File: config.mk
export PLATFORM = sky130hd
export DESIGN_NAME = itrp_target
export DESIGN_NICKNAME = d
export VERILOG_FILES = /design/src/design/itrp_pkg.sv /design/src/design/itrp_target.sv
export SDC_FILE = /design/constraint.sdc
export NUM_CORES = 1
export LEC_CHECK = 0
export BUFFER_PORTS_ARGS = -buffer_cell sky130_fd_sc_hd__buf_2
export CAP_MARGIN = 40
export CORE_UTILIZATION = 40
export DETAILED_ROUTE_END_ITERATION = 8
export PLACE_DENSITY = 0.61
export SKIP_CTS_REPAIR_TIMING = 1
export SYNTH_ARGS = -nofsm -noshare
export SYNTH_HDL_FRONTEND = slang
export SYNTH_SLANG_ARGS = --single-unit
File: constraint.sdc
create_clock -name clk -period 2.2 [get_ports clk]
set_input_delay 0 -clock clk [delete_from_list [all_inputs] [get_ports clk]]
set_output_delay 0 -clock clk [all_outputs]
set_load 0.01 [all_outputs]
File: src/design/itrp_pkg.sv
package itrp_pkg;

  // Address selection strap values
  localparam logic [1:0] ADDR_SEL_0   = 2'h0;
  localparam logic [1:0] ADDR_SEL_1   = 2'h1;
  localparam logic [1:0] ADDR_SEL_2   = 2'h2;
  localparam logic [1:0] ADDR_SEL_3   = 2'h3;

  // Seven-bit target addresses
  localparam logic [6:0] MAIN_ADDR_0  = 7'h41;
  localparam logic [6:0] MAIN_ADDR_1  = 7'h42;
  localparam logic [6:0] MAIN_ADDR_2  = 7'h6a;
  localparam logic [6:0] MAIN_ADDR_3  = 7'h6b;
  localparam logic [6:0] TEST_ADDR    = 7'h49;
  localparam logic [6:0] GCALL_ADDR   = 7'h00;

  // Byte framing
  localparam logic [3:0] BITS_PER_BYTE = 4'h8;
  localparam logic [3:0] BIT_CNT_RST   = 4'h0;
  localparam logic [7:0] PTR_RST       = 8'h00;
  localparam logic [7:0] BYTE_RST      = 8'h00;

  // Filter selection codes
  localparam logic       FILT_NORMAL  = 1'b0;
  localparam logic       FILT_HS      = 1'b1;

  // Register write strobe to the register map
  typedef struct packed {
    logic       valid;
    logic [7:0] addr;
    logic [7:0] data;
  } itrp_wr_s;

  typedef enum logic [2:0] {
    ST_IDLE,
    ST_ADDR,
    ST_PTR,
    ST_WDATA,
    ST_RDATA,
    ST_RACK
  } itrp_state_e;

endpackage : itrp_pkg

File: src/design/itrp_target.sv
`timescale 1ns/1ps

// Overview of operation
// - Idle bus: both lines released high
// - Start detected in every state
// - Stop returns block to idle
// - Repeated start restarts address reception
// - Ignore clocks after stop or mismatch
// - Ninth clock: receiver drives data low
// - Not-acknowledge leaves data line released
// - Bytes shifted most significant bit first
// - Multibyte values least significant byte lowest
// - Strap picks one of four addresses
// - Refuse every other address byte
// - Test address answered only when unlocked
// - Clock line never held low
// - General call never acknowledged
// - Works any rate up to 1MHz
// - Normal filters at power-up, after stop
// - Write: address, pointer, data acknowledged
// - Data loads at acknowledge rising clock
// - Every further write byte acknowledged
// - Read returns bytes from pointed register
// - Data line driven only low, open-drain
// - Data stable while clock high
module itrp_target (
  input  wire logic              clk,
  input  wire logic              srst,
  input  wire logic [1:0]        addr_sel,
  input  wire logic              test_unlock,
  input  wire logic              scl_i,
  output logic                   scl_o,
  output logic                   scl_oe_n,
  input  wire logic              sda_i,
  output logic                   sda_o,
  output logic                   sda_oe_n,
  output itrp_pkg::itrp_wr_s     wr_q,
  output logic [7:0]             rd_addr_q,
  input  wire logic [7:0]        rd_data,
  output logic                   filt_sel_q,
  output logic                   busy_q
);

  function automatic logic [6:0] main_addr(input logic [1:0] sel);
    unique case (sel)
      itrp_pkg::ADDR_SEL_0: main_addr = itrp_pkg::MAIN_ADDR_0;
      itrp_pkg::ADDR_SEL_1: main_addr = itrp_pkg::MAIN_ADDR_1;
      itrp_pkg::ADDR_SEL_2: main_addr = itrp_pkg::MAIN_ADDR_2;
      itrp_pkg::ADDR_SEL_3: main_addr = itrp_pkg::MAIN_ADDR_3;
    endcase
  endfunction : main_addr

  // Two-stage synchronisers; pin edges only seen from second stage
  logic [1:0] scl_sync_q;
  logic [1:0] sda_sync_q;
  logic       scl_prev_q;
  logic       sda_prev_q;
  logic [1:0] sel_sync1_q;
  logic [1:0] sel_sync2_q;
  logic [1:0] unl_sync_q;

  always_ff @(posedge clk) begin
    if (srst) begin
      scl_sync_q  <= 2'h3;
      sda_sync_q  <= 2'h3;
      scl_prev_q  <= 1'b1;
      sda_prev_q  <= 1'b1;
      sel_sync1_q <= 2'h0;
      sel_sync2_q <= 2'h0;
      unl_sync_q  <= 2'h0;
    end else begin
      scl_sync_q  <= {scl_sync_q[0], scl_i};
      sda_sync_q  <= {sda_sync_q[0], sda_i};
      scl_prev_q  <= scl_sync_q[1];
      sda_prev_q  <= sda_sync_q[1];
      sel_sync1_q <= addr_sel;
      sel_sync2_q <= sel_sync1_q;
      unl_sync_q  <= {unl_sync_q[0], test_unlock};
    end
  end

  logic scl_s;
  logic sda_s;
  logic scl_rise;
  logic scl_fall;
  logic start_det;
  logic stop_det;

  // Conditions are sampled on the synchronised lines only
  assign scl_s     = scl_sync_q[1];
  assign sda_s     = sda_sync_q[1];
  assign scl_rise  = scl_s & ~scl_prev_q;
  assign scl_fall  = ~scl_s & scl_prev_q;
  assign start_det = scl_s & scl_prev_q & sda_prev_q & ~sda_s;
  assign stop_det  = scl_s & scl_prev_q & ~sda_prev_q & sda_s;

  itrp_pkg::itrp_state_e state_q;
  logic [3:0]            bit_cnt_q;
  logic [7:0]            shift_q;
  logic [7:0]            ptr_q;
  logic                  ack_phase_q;
  logic                  drive_low_q;
  logic                  rd_dir_q;
  logic                  master_nack_q;

  logic       addr_hit;
  logic       byte_done;

  // Compared only after the eighth bit lands; shift_q then holds addr[6:0] in [7:1]
  assign byte_done = scl_fall & ~ack_phase_q & (bit_cnt_q == itrp_pkg::BITS_PER_BYTE);
  assign addr_hit  = (shift_q[7:1] != itrp_pkg::GCALL_ADDR) &
                     ((shift_q[7:1] == main_addr(sel_sync2_q)) |
                      (unl_sync_q[1] & (shift_q[7:1] == itrp_pkg::TEST_ADDR)));

  // Bit sampling on rising clock, MSB first
  always_ff @(posedge clk) begin
    if (srst) begin
      shift_q   <= itrp_pkg::BYTE_RST;
      bit_cnt_q <= itrp_pkg::BIT_CNT_RST;
    end else if (start_det) begin
      bit_cnt_q <= itrp_pkg::BIT_CNT_RST;
    end else if (state_q == itrp_pkg::ST_RDATA) begin
      // Transmit path shifts on falling edge, new bit set up for next high phase
      if (scl_fall) begin
        if (bit_cnt_q == itrp_pkg::BITS_PER_BYTE - 4'h1) begin
          bit_cnt_q <= itrp_pkg::BIT_CNT_RST;
        end else begin
          shift_q   <= {shift_q[6:0], 1'b0};
          bit_cnt_q <= bit_cnt_q + 4'h1;
        end
      end
    end else if (state_q == itrp_pkg::ST_RACK) begin
      // Next byte loaded as the controller's acknowledge ends
      if (scl_fall) begin
        shift_q   <= rd_data;
        bit_cnt_q <= itrp_pkg::BIT_CNT_RST;
      end
    end else if (state_q != itrp_pkg::ST_IDLE && scl_rise && !ack_phase_q) begin
      shift_q   <= {shift_q[6:0], sda_s};
      bit_cnt_q <= bit_cnt_q + 4'h1;
    end else if (ack_phase_q && scl_fall) begin
      bit_cnt_q <= itrp_pkg::BIT_CNT_RST;
      if (state_q == itrp_pkg::ST_ADDR && rd_dir_q) begin
        shift_q <= rd_data;
      end
    end else if (byte_done) begin
      bit_cnt_q <= itrp_pkg::BIT_CNT_RST;
    end
  end

  // Protocol state: start anywhere, stop to idle, mismatch parks in idle
  always_ff @(posedge clk) begin
    if (srst) begin
      state_q       <= itrp_pkg::ST_IDLE;
      ack_phase_q   <= 1'b0;
      drive_low_q   <= 1'b0;
      rd_dir_q      <= 1'b0;
      master_nack_q <= 1'b0;
    end else if (start_det) begin
      state_q     <= itrp_pkg::ST_ADDR;
      ack_phase_q <= 1'b0;
      drive_low_q <= 1'b0;
    end else if (stop_det) begin
      state_q     <= itrp_pkg::ST_IDLE;
      ack_phase_q <= 1'b0;
      drive_low_q <= 1'b0;
    end else begin
      unique case (state_q)
        itrp_pkg::ST_IDLE: begin
          drive_low_q <= 1'b0;
        end
        itrp_pkg::ST_ADDR: begin
          if (byte_done) begin
            if (addr_hit) begin
              ack_phase_q <= 1'b1;
              drive_low_q <= 1'b1;
              rd_dir_q    <= shift_q[0];
            end else begin
              state_q <= itrp_pkg::ST_IDLE;
            end
          end else if (ack_phase_q && scl_fall) begin
            ack_phase_q <= 1'b0;
            if (rd_dir_q) begin
              state_q     <= itrp_pkg::ST_RDATA;
              drive_low_q <= ~rd_data[7];
            end else begin
              state_q     <= itrp_pkg::ST_PTR;
              drive_low_q <= 1'b0;
            end
          end
        end
        itrp_pkg::ST_PTR, itrp_pkg::ST_WDATA: begin
          if (byte_done) begin
            ack_phase_q <= 1'b1;
            drive_low_q <= 1'b1;
          end else if (ack_phase_q && scl_fall) begin
            ack_phase_q <= 1'b0;
            drive_low_q <= 1'b0;
            state_q     <= itrp_pkg::ST_WDATA;
          end
        end
        itrp_pkg::ST_RDATA: begin
          if (scl_fall) begin
            if (bit_cnt_q == itrp_pkg::BITS_PER_BYTE - 4'h1) begin
              state_q     <= itrp_pkg::ST_RACK;
              drive_low_q <= 1'b0; // controller answers
            end else begin
              drive_low_q <= ~shift_q[6];
            end
          end
        end
        itrp_pkg::ST_RACK: begin
          if (scl_rise) begin
            master_nack_q <= sda_s;
          end else if (scl_fall) begin
            if (master_nack_q) begin
              state_q <= itrp_pkg::ST_IDLE; // wait for stop or start
            end else begin
              state_q     <= itrp_pkg::ST_RDATA;
              drive_low_q <= ~rd_data[7];
            end
          end
        end
      endcase
    end
  end

  // Pointer load and write strobe at the ack-pulse rising clock
  always_ff @(posedge clk) begin
    if (srst) begin
      ptr_q <= itrp_pkg::PTR_RST;
      wr_q  <= '0;
    end else begin
      wr_q.valid <= 1'b0;
      if (ack_phase_q && scl_rise && state_q == itrp_pkg::ST_PTR) begin
        ptr_q <= shift_q;
      end else if (ack_phase_q && scl_rise && state_q == itrp_pkg::ST_WDATA) begin
        wr_q.valid <= 1'b1;
        wr_q.addr  <= ptr_q;
        wr_q.data  <= shift_q;
        ptr_q      <= ptr_q + 8'h01;
      end else if (state_q == itrp_pkg::ST_RACK && scl_fall) begin
        ptr_q <= ptr_q + 8'h01;
      end
    end
  end

  // Read address tracks the pointer so data is ready before each byte
  always_ff @(posedge clk) begin
    if (srst) begin
      rd_addr_q <= itrp_pkg::PTR_RST;
    end else if (state_q == itrp_pkg::ST_RACK || (state_q == itrp_pkg::ST_ADDR && ack_phase_q)) begin
      rd_addr_q <= (state_q == itrp_pkg::ST_RACK) ? ptr_q + 8'h01 : ptr_q;
    end else begin
      rd_addr_q <= ptr_q;
    end
  end

  // Filter choice: normal at reset and stop, untouched by repeated start
  always_ff @(posedge clk) begin
    if (srst) begin
      filt_sel_q <= itrp_pkg::FILT_NORMAL;
    end else if (stop_det) begin
      filt_sel_q <= itrp_pkg::FILT_NORMAL;
    end
  end

  // Open-drain pins: data driven low only, clock never driven
  always_ff @(posedge clk) begin
    if (srst) begin
      sda_o    <= 1'b1;
      sda_oe_n <= 1'b1;
      scl_o    <= 1'b1;
      scl_oe_n <= 1'b1;
      busy_q   <= 1'b0;
    end else begin
      sda_o    <= 1'b0;
      sda_oe_n <= ~drive_low_q;
      scl_o    <= 1'b0;
      scl_oe_n <= 1'b1;
      busy_q   <= (state_q != itrp_pkg::ST_IDLE);
    end
  end

endmodule : itrp_target

## Yosys cells after proc, flatten, opt, wreduce, memory -nomap -nowiden

Index checks and enable logic that the tools add are counted.

| storage, ports and cells | value |
|---|---|
| register bits after elaboration | 67 |
| input bits | 15 |
| output and inout bits | 31 |
| word-level logic and storage cells | 169 |

| operators by class | value |
|---|---|
| $add $sub $neg | 2 |
| equal/unequal tests | 32 |
| mux-type cells | 54 |
| bitwise operators | 23 |
| reduce and logical (&&, ||, !) cells | 35 |

Operators by type and width:

| cell | count |
|---|---|
| two-way mux 8 bit | 13 |
| two-way mux 3 bit | 11 |
| two-way mux 4 bit | 8 |
| case mux 7 bit (4 select lines) | 1 |
| inequality test 4 bit, second input constant | 5 |
| AND reduction 9 bit | 2 |
| two-way mux 1 bit | 17 |
| two-way mux 17 bit | 1 |
| inequality test 2 bit, second input constant | 7 |
| inequality test 3 bit, second input constant | 4 |
| case mux 3 bit (4 select lines) | 1 |
| nonzero test 4 bit | 3 |
| bitwise AND 1 bit | 11 |
| inverter 1 bit | 11 |
| inequality test 5 bit, second input constant | 2 |
| logical AND 1 bit | 9 |
| adder 8 x 1 -> 8 bit, second input constant | 1 |
| equality test 7 bit | 1 |
| equality test 7 bit, second input constant | 1 |
| AND reduction 7 bit | 1 |
| nonzero test 7 bit | 1 |
| equality test 3 x 2 -> 1 bit, second input constant | 2 |
| equality test 3 bit, second input constant | 2 |
| AND reduction 6 bit | 1 |
| 25 further kinds | 30 |

## Depth between registers and ports, before layout

Gate-level depths: netlist of run 1.

| logic depth | value |
|---|---|
| depth in word-level cells | 10 |
| mapped depth | 8 |
| depth with buffers taken out | 7 |

## Least setup slack after synthesis of run 1

No wires, ideal clock.

| timing path | value |
|---|---|
| kind | register -> register |
| start | register sel_sync2_q[1] |
| end | register drive_low_q |
| setup time | 0.072 ns |
| arrival | 1.722 ns |
| data required time | 2.128 ns |
| setup slack | 0.407 ns |
| cell stages (with the launch flop) | 8 |
| path buffers | 0 |
| clock period less this slack | 1.793 ns |
| path through | dfxtp_1 > inv_1 > ha_1 > o2bb2ai_1 > nor4b_1 > o211ai_1 > a221oi_1 > mux2i_1 |

| on the way | value |
|---|---|
| word-level cells in the longest chain between the ends | 7 |
| elaborated cells on any way between the ends | 10 |
| classes of those cells | eq/ne (5); mux (1); bitwise (2); reduce/logical (2) |

Ends and longest elaborated chain:

| what | RTL line | RTL |
|---|---|---|
| start, declared | itrp_target.sv:59 | `logic [1:0] sel_sync2_q;` |
| start signal, assigned | itrp_target.sv:77 | `sel_sync2_q <= sel_sync1_q;` |
| equality test 2 bit (tied with other cells) | itrp_target.sv:45 | `unique case (sel)` |
| case mux 7 bit (4 select lines) (*) | itrp_target.sv:45 |  |
| equality test 7 bit (*) | itrp_target.sv:112 | `((shift_q[7:1] == main_addr(sel_sync2_q)) \|` |
| bitwise OR 1 bit (*) | itrp_target.sv:112 |  |
| bitwise AND 1 bit (*) | itrp_target.sv:111 | `assign addr_hit = (shift_q[7:1] != itrp_pkg::GCALL_ADDR) &` |
| inequality test 3 bit (no line) (*) | -- |  |
| AND reduction 7 bit (no line) (*) | -- |  |
| end signal, assigned | itrp_target.sv:185 | `drive_low_q <= ~rd_data[7];` |
| end signal, assigned | itrp_target.sv:208 | `drive_low_q <= ~shift_q[6];` |
| end signal, assigned | itrp_target.sv:220 | `drive_low_q <= ~rd_data[7];` |
| end, declared | itrp_target.sv:102 | `logic drive_low_q;` |

Every way passes the cells marked *; elsewhere a longest branch is shown, timed or not. The select of a mux whose other input is x is not followed.
A chain may end at the register's enable or synchronous reset.

## Worst setup path in the final report of run 1

| timing path | value |
|---|---|
| start | register state_q[1] |
| end | register shift_q[4] |

| on the way | value |
|---|---|
| word-level cells in the longest chain between the ends | 6 |
| elaborated cells on any way between the ends | 16 |
| classes of those cells | eq/ne (6); mux (3); reduce/logical (7) |

Ends and longest elaborated chain:

| what | RTL line | RTL |
|---|---|---|
| start, declared | itrp_target.sv:97 | `itrp_pkg::itrp_state_e state_q;` |
| start signal, assigned | itrp_target.sv:154 | `state_q <= itrp_pkg::ST_IDLE;` |
| start signal, assigned | itrp_target.sv:160 | `state_q <= itrp_pkg::ST_ADDR;` |
| start signal, assigned | itrp_target.sv:164 | `state_q <= itrp_pkg::ST_IDLE;` |
| nonzero test 3 bit | itrp_target.sv:138 | `end else if (state_q != itrp_pkg::ST_IDLE && scl_rise && !ack_phase_q) begin` |
| logical AND 1 bit (2 in a row) | itrp_target.sv:138 |  |
| two-way mux 8 bit | itrp_target.sv:138 |  |
| two-way mux 8 bit | itrp_target.sv:132 | `end else if (state_q == itrp_pkg::ST_RACK) begin` |
| two-way mux 8 bit | itrp_target.sv:122 | `end else if (state_q == itrp_pkg::ST_RDATA) begin` |
| end signal, assigned | itrp_target.sv:128 | `shift_q <= {shift_q[6:0], 1'b0};` |
| end signal, assigned | itrp_target.sv:135 | `shift_q <= rd_data;` |
| end signal, assigned | itrp_target.sv:139 | `shift_q <= {shift_q[6:0], sda_s};` |
| end, declared | itrp_target.sv:99 | `logic [7:0] shift_q;` |

Parallel ways exist; a longest one is shown, timed or not.

==> results.env, run 1 <==
CLOCK_TREE_BUFFER_DEPTH=2
DRIVE_ABOVE_1_SHARE_PCT=21.7
SYN_AREA_UM2=3230
GRT_SETUP_UNREPAIRED='no'
SYN2LAYOUT_AREA_GROWTH_PCT=20.5
SYN-INSTANCE-COUNT=388
CRITPATHMAXSTAGEDELAY_NS=0.44
FINAL_LAYOUT_SETUP_TOTAL_NEGATIVE_SLACK_NS=0
ASYNC_RESET_FF_SHARE_PCT=0
PLACEABLECOREAREA_UM2=7770
RR_ENDPOINT='shift_q[4]'
DRT_PRE_ANTENNA_ITERS=4
CLOCK_LATENCY_NS=0.34
TIMING.HOLD.WORST.CLASS='input port to flop'
SETUP_VIOLATIONS=0
YOSYS_REGISTER_BITS=67
ROUTED-VIA-COUNT=2923
LARGEST_NET_DEGREE_AT_THE_START_OF_GLOBAL_ROUTING=38
R2R_SETUP_SLACK_NS=0.14
ANTENNA_VIOLATIONS_BEFORE_REPAIR=0
VDD.IR_DROP.WORST_uV=391
CLKTRANSATPATHREGS_NS=0.07
TIMING.CLOCK.SKEW_NS=0.0119
CTS_TREE='built'
SYNTH-SEQ-AREA-SHARE_PCT=41.6
MIN_PERIOD_NS=2.06
CRIT_PATH_START_KIND='flop'
DPL.HPWL_UM=5440
SYNTHESIS.AREA_PER_INSTANCE_UM2=8.31
POWER-PER-CELL-AREA_nW_PER_UM2=774
SYN_NETS=409
DRC=0
WORST_EP_ARRIVAL_TIME_NS=2.31
CRIT_START='state_q[1]'
CRIT_SLOWEST_CELL='dfxtp_1'
STD_CELL_ROWS=32
ANTENNA_VIOLATING_NETS_POST_ROUTE=0
REG2REG_FROM='state_q[1]'
CLOCKROOTBUFFER='clkbuf_8'
SYNTH_TOP_FLOP_CELL='dfxtp_1'
TIMING_HOLD_VIOLATIONS_FINAL=0
CRIT_PATH_CELL_TRACE='buf_4 > nor3b_2 > nand4_1 > a311oi_4 > buf_6 > nor2_1 > a311oi_1'
FINALWEIGHTEDCONGESTION=0.898
CTS_SINKS=67
POST-ROUTE-CELL-AREA_UM2=3890
SYNTH-EDFF-COUNT=0
POST_DRT_VIA_CELL_RATIO=5.36
GRTUSAGETOTAL_PCT=19.8
HIGHEST_CLOCK_FREQUENCY_THE_DESIGN_CAN_MEET_MHz=485
PLACED_CELL_AREA_UM2=3520
START_UTIL_PCT=41.5
ANTENNA_CELLS=0
DIE_H_UM=91.8
WORST-SLEW-PIN-TRANSITION_NS=0.643
INITIAL_DRC_COUNT=183
CTS-HTREE-LEVELS=3
FINAL_MAX_SLEW_VIOL_COUNT=0
TOTAL_LEAKAGE_POWER_nW=1.47
FP.DIEW_UM=91.8
ROUTEDWLPERCELL_UM=14.2
GLOBAL_ROUTE.OVERFLOW_TOTAL=0
LAYOUT_WORST_PATH_CYCLE_SHARE_PCT=93.7
DRV_CAP=0
WORSTSETUPENDPOINTTYPE='flop'
CRITICAL_PATH_CLASS='flop to flop'
GRT_PASS1_VIAS=2809
CRITPATHREQUIREDTIME_NS=2.45
DIEAREA_UM2=8430
OUTCOME='complete, no violations'
NUM_IO_PINS=46
MAX_SLEW_MARGIN_PCT=57.2
ROUTE.FINAL.WIRE_LENGTH_UM=7740
GRT_FIRST_PASS_WIRELENGTH_UM=13300
TRITONCTS.NUM_BUFFERS=9
YS_WARNINGS=0
SYNTH.DISTINCT_CELLS=61
WORST-R2R-CELL-COUNT=7
PATH_MAX_FANOUT=16
CRIT_END='shift_q[4]'
NET_COUNT_OF_THE_FINISHED_LAYOUT=459
PORT_BUFFERS=43
[Yosys cell counts (3+ instances only)]
cell | count | area, um2
dfxtp_1 | 67 | 1340
nand2_1 | 58 | 218
a21oi_1 | 38 | 190
nor2_1 | 25 | 93.8
clkbuf_1 | 15 | 56.3
nand3_1 | 15 | 75.1
nor3_1 | 13 | 65.1
o21ai_0 | 11 | 55.1
inv_1 | 10 | 37.5
nor2b_1 | 8 | 50.1
and3_1 | 7 | 43.8
buf_2 | 7 | 35.0
o21ai_1 | 7 | 35.0
or2_2 | 7 | 43.8
buf_4 | 6 | 45.0
ha_1 | 6 | 75.1
mux2i_1 | 6 | 60.1
nand2b_1 | 6 | 37.5
a221oi_1 | 5 | 43.8
a311oi_1 | 5 | 43.8
a31oi_1 | 4 | 25.0
nand3b_1 | 4 | 30.0
or3_1 | 4 | 25.0
xnor2_1 | 4 | 35.0
nor3b_1 | 3 | 22.5
o211ai_1 | 3 | 22.5
[worst min path at each step]
stage	startpoint	end	slack, ns	depth (start not counted)
5_1_grt	rd_data[0]	shift_q[0]	0.03	3
6_report	rd_data[0]	shift_q[0]	0.04	3
2_1_floorplan	srst	sda_o	0.03	0
3_3_place_gp	scl_i	scl_sync_q[0]	0.18	2
4_1_cts	scl_i	scl_sync_q[0]	-0.18	2
3_5_place_dp	scl_i	scl_sync_q[0]	0.19	2
[cell type report]
cell class              instances  area, um2
repair buffers                 69        444
clock buffers                   9        124
inverters                      10       37.5
flip-flops and latches         67       1340
multi-input cells             281       1710
fillers                       771       3880
well taps                     102        128
clock inverters                 7       97.6
[cell usage in the layout, fill, tap and decap left out, types with 8 or more instances in the layout]
cell           Yosys  layout
dfxtp_1           67      66
nand2_1           58      58
buf_2              7      43
a21oi_1           38      38
nor2_1            25      25
nand3_1           15      15
nor3_1            13      13
buf_4              6      13
dlygate4sd3_1      0      12
o21ai_0           11      11
inv_1             10      10
clkbuf_8           0       9
nor2b_1            8       8
[through the flow]
step	utilization (%)	cells	hold WS, ns	worst slack [ns]	total power [mW]
after floorplan	-	388	0.0277	0.407	1.72
after global placement	45.3	517	0.182	0.198	1.86
after detailed placement	45.3	517	0.186	0.137	1.86
after CTS	48.2	533	-0.177	0.119	3.01
after global routing	50.0	545	0.0269	0.00431	3.17
final	50.0	545	0.0374	0.139	3.01
[metal layers]
layer / wire, um / track usage, % / vias to the layer above
met1: 3630 / 25.9 / 1349
met4: 184 / 8.46 / 0
met3: 430 / 4.31 / 17
met5: 0 / 0 / -
met2: 3500 / 31.6 / 90
li1: - / - / 1467
[logic make-up after synthesis]
group / Yosys count / synth area share [%]
buffers and inverters: 40 / 5.86
AND/OR/NAND/NOR: 168 / 27.0
adder cells (fa/ha/maj): 7 / 2.64
AO/OA/AOI/OAI: 92 / 19.2
flip-flops: 67 / 41.6
other: 2 / 0.233
XOR/XNOR: 6 / 1.63
multiplexers: 6 / 1.86
[registers in the layout, summed over array words and instances, names as in the netlist]
name / cells
sda_oe_n: 1
ack_phase_q: 1
sel_sync1_q: 2
busy_q: 1
wr_q: 17
drive_low_q: 1
sda_o: 1
scl_sync_q: 2
sda_prev_q: 1
unl_sync_q: 2
rd_dir_q: 1
sel_sync2_q: 2
scl_prev_q: 1
master_nack_q: 1
state_q: 3
ptr_q: 8
rd_addr_q: 8
shift_q: 8
bit_cnt_q: 4
sda_sync_q: 2
[critical path, delay by kind of cell, from the launching register on]
family / cells / cell delay [ns]
buf+inv: 2 / 0.42
compound gates: 2 / 0.58
flops: 1 / 0.44
simple gates: 3 / 0.53
[power breakdown]
part	total [mW]	internal (mW)	leakage (nW)	switching, mW
Clock	1.14	0.643	0.106	0.493
Combinational	0.513	0.234	0.819	0.279
Sequential	1.36	1.27	0.544	0.0931
(Power assumes the default switching activity.)
==> inputs of run 2 (changes only) <==
--- a/config.mk
+++ b/config.mk
@@ -9,7 +9,7 @@
 export CAP_MARGIN = 40
 export CORE_UTILIZATION = 40
 export DETAILED_ROUTE_END_ITERATION = 8
-export PLACE_DENSITY = 0.61
+export PLACE_DENSITY_LB_ADDON = 0.05
 export SKIP_CTS_REPAIR_TIMING = 1
 export SYNTH_ARGS = -nofsm -noshare
 export SYNTH_HDL_FRONTEND = slang
==> run 2 against run 1 <==
  * Worst hold slack lost 0.0053 ns
  * Largest cell class unchanged
  * Critical path type unchanged
  * Die area did not move
  * Highest routed layer unchanged
  * Combinational power grew 4.1%
  * Final cell count grew 0.18%
  * Largest power group unchanged
==> results.env, run 2 (same netlist as run 1, synthesis figures left out) <==
OUTCOME='complete, no violations'
CRIT_TOP_CELL='buf_4'
ANTENNA_VIOLATING_NETS_POST_ROUTE=0  # unchanged
CLOCKROOTBUFFER='clkbuf_8'
HOLD_WS_NS=0.0320  # -0.00534 ns
GRTUSAGETOTAL_PCT=19.7  # -0.11 points
LARGEST_NET_DEGREE_AT_THE_START_OF_GLOBAL_ROUTING=44  # +16%
TRITONCTS.NUM_BUFFERS=9  # unchanged
DRV_CAP=0  # unchanged
CLKTRANSATPATHREGS_NS=0.07  # about the same
FINALWEIGHTEDCONGESTION=0.840  # -6.4%
CRITPATHREQUIREDTIME_NS=2.46  # about the same
NUM_IO_PINS=46  # unchanged
FIN_CELLS=546  # +0.18%
HIGHEST_CLOCK_FREQUENCY_THE_DESIGN_CAN_MEET_MHz=499  # +2.8%
CLOCK_LATENCY_NS=0.34  # about the same
CRIT_FAMILY='simple AND/OR/NAND/NOR gates'
DIEAREA_UM2=8430  # unchanged
PLACEABLECOREAREA_UM2=7770  # unchanged
INITIAL_DRC_COUNT=104  # -43%
TOTAL_LEAKAGE_POWER_nW=1.49  # +1.4%
DRIVE_ABOVE_1_SHARE_PCT=22.1  # +0.40 points
ANTENNA_VIOLATIONS_BEFORE_REPAIR=0  # unchanged
DIE_H_UM=91.8  # unchanged
MOSTFREQUENTLAYOUTCELLS='dfxtp_1, nand2_1, buf_2, a21oi_1, nor2_1'
CRIT_PATH_START_KIND='flop'
GRT_FIRST_PASS_WIRELENGTH_UM=13000  # -2.4%
ANTENNA_CELLS=0  # unchanged
FINAL_MAX_SLEW_VIOL_COUNT=0  # unchanged
TIMING.CLOCK.SKEW_NS=0.0164  # +0.00453 ns
CLOCK_TREE_BUFFER_DEPTH=2  # unchanged
POST_DRT_VIA_CELL_RATIO=5.22  # -2.7%
WORST-SLEW-PIN-TRANSITION_NS=0.756  # +0.114 ns
FINAL_LAYOUT_SETUP_TOTAL_NEGATIVE_SLACK_NS=0  # unchanged
CRITPATHMAXSTAGEDELAY_NS=0.46  # +0.02 ns
SETUP_VIOLATIONS=0  # unchanged
CRIT_PATH_CELL_TRACE='buf_4 > or3b_2 > nor3_1 > a2111oi_2 > buf_4 > a21oi_1 > mux2i_1'
DRC=0  # unchanged
SYN2LAYOUT_AREA_GROWTH_PCT=21.6
WORSTSETUPENDPOINTTYPE='flop'
START_UTIL_PCT=41.5  # unchanged
TIMING_HOLD_VIOLATIONS_FINAL=0  # unchanged
FP.DIEW_UM=91.8  # unchanged
CRITICAL_PATH_CLASS='flop to flop'
CTS_SINKS=67  # unchanged
TIMING.HOLD.WORST.CLASS='input port to flop'
ROUTE.FINAL.WIRE_LENGTH_UM=7870  # +1.7%
MIN_PERIOD_NS=2.00  # -0.0564 ns
GRT_PASS1_VIAS=2610  # -7.1%
VDD.IR_DROP.WORST_uV=363  # -7.2%
NET_COUNT_OF_THE_FINISHED_LAYOUT=460  # +0.22%
LARGEST_REGISTER_FF_COUNT=17  # unchanged
GRT_SETUP_UNREPAIRED='no'
LAYOUT_WORST_PATH_CYCLE_SHARE_PCT=91.1  # -2.6 points
PORT_BUFFERS=43  # unchanged
MAX_SLEW_MARGIN_PCT=49.6  # -7.6 points
CRIT_SLOWEST_CELL='or3b_2'
PLACEDCELLCOUNT=518  # +0.19%
CTS-HTREE-LEVELS=3  # unchanged
FINAL_COMMON_CELL='dfxtp_1'
STD_CELL_ROWS=32  # unchanged
MAX_FLOP_REGISTER='wr_q'
PATH_MAX_FANOUT=11  # -5
ROUTED-VIA-COUNT=2850  # -2.5%
POWER-PER-CELL-AREA_nW_PER_UM2=798  # +3.1%
DPL.HPWL_UM=5520  # +1.4%
FINISH.UTILIZATION_PCT=50.5  # +0.43 points
PATH_BUF_INV=2  # unchanged
WORST_EP_ARRIVAL_TIME_NS=2.26  # -0.05 ns
CTS_TREE='built'
ROUTEDWLPERCELL_UM=14.4  # +1.6%
GLOBAL_ROUTE.OVERFLOW_TOTAL=0  # unchanged
DRT_PRE_ANTENNA_ITERS=4  # unchanged
-- run 2: cell count changes in the layout (fill, tap and decap cells not counted), sizes merged --
| cell | before | now |
|---|---|---|
| clkinvlp | 2 | 1 |
| clkbuf | 9 | 10 |
| bufinv | 2 | 3 |
| buf | 57 | 58 |
| inv | 12 | 11 |
-- run 2: layer usage --
| layer | vias to the layer above | global-route usage, % | part of all wire (%) |
|---|---|---|---|
| li1 | 1466 | - | - |
| met1 | 1316 | 28.4 | 51 |
| met2 | 60 | 29.2 | 44 |
| met3 | 8 | 3.32 | 3.3 |
| met4 | 0 | 7.94 | 1.2 |
| met5 | - | 0 | 0 |
-- run 2: tightest hold or removal path, delay by kind of cell --
kind,cells,cell delay (ns)
buf+inv,1,0.10
compound gates,2,0.23
-- run 2: layout make-up --
type	count	area, um2
clock buffers	10	128
clock inverters	6	111
fillers	771	3850
inverters	10	37.5
multi-input cells	281	1710
flip-flops and latches	67	1340
well taps	102	128
repair buffers	70	460
-- run 2: per-stage QoR --
| step | power [mW] | instance area, um2 | setup WS (ns) |
|---|---|---|---|
| 3_3_place_gp | 1.89 | 3540 | 0.173 |
| 2_1_floorplan | 1.72 | 3230 | 0.407 |
| 4_1_cts | 3.14 | 3780 | 0.138 |
| 5_1_grt | 3.29 | 3920 | 0.0253 |
| 6_report | 3.13 | 3920 | 0.196 |
| 3_5_place_dp | 1.90 | 3540 | 0.160 |
-- run 2: final timing paths --
| check | start | end | slack [ns] | cells past startpoint |
|---|---|---|---|---|
| worst max-delay path | state_q[2] | state_q[0] | 0.20 | 7 |
| worst min-delay path | rd_data[0] | shift_q[0] | 0.03 | 3 |
| worst min register to register | scl_sync_q[0] | scl_sync_q[1] | 0.42 | 1 |
| worst max register to register | state_q[2] | state_q[0] | 0.20 | 7 |
-- run 2: where the power goes --
part | leakage (nW) | total, mW | switching (mW) | internal [mW]
logic | 0.829 | 0.534 | 0.284 | 0.250
clock network | 0.117 | 1.24 | 0.481 | 0.756
registers | 0.544 | 1.36 | 0.0923 | 1.27
total | 1.49 | 3.13 | 0.858 | 2.27
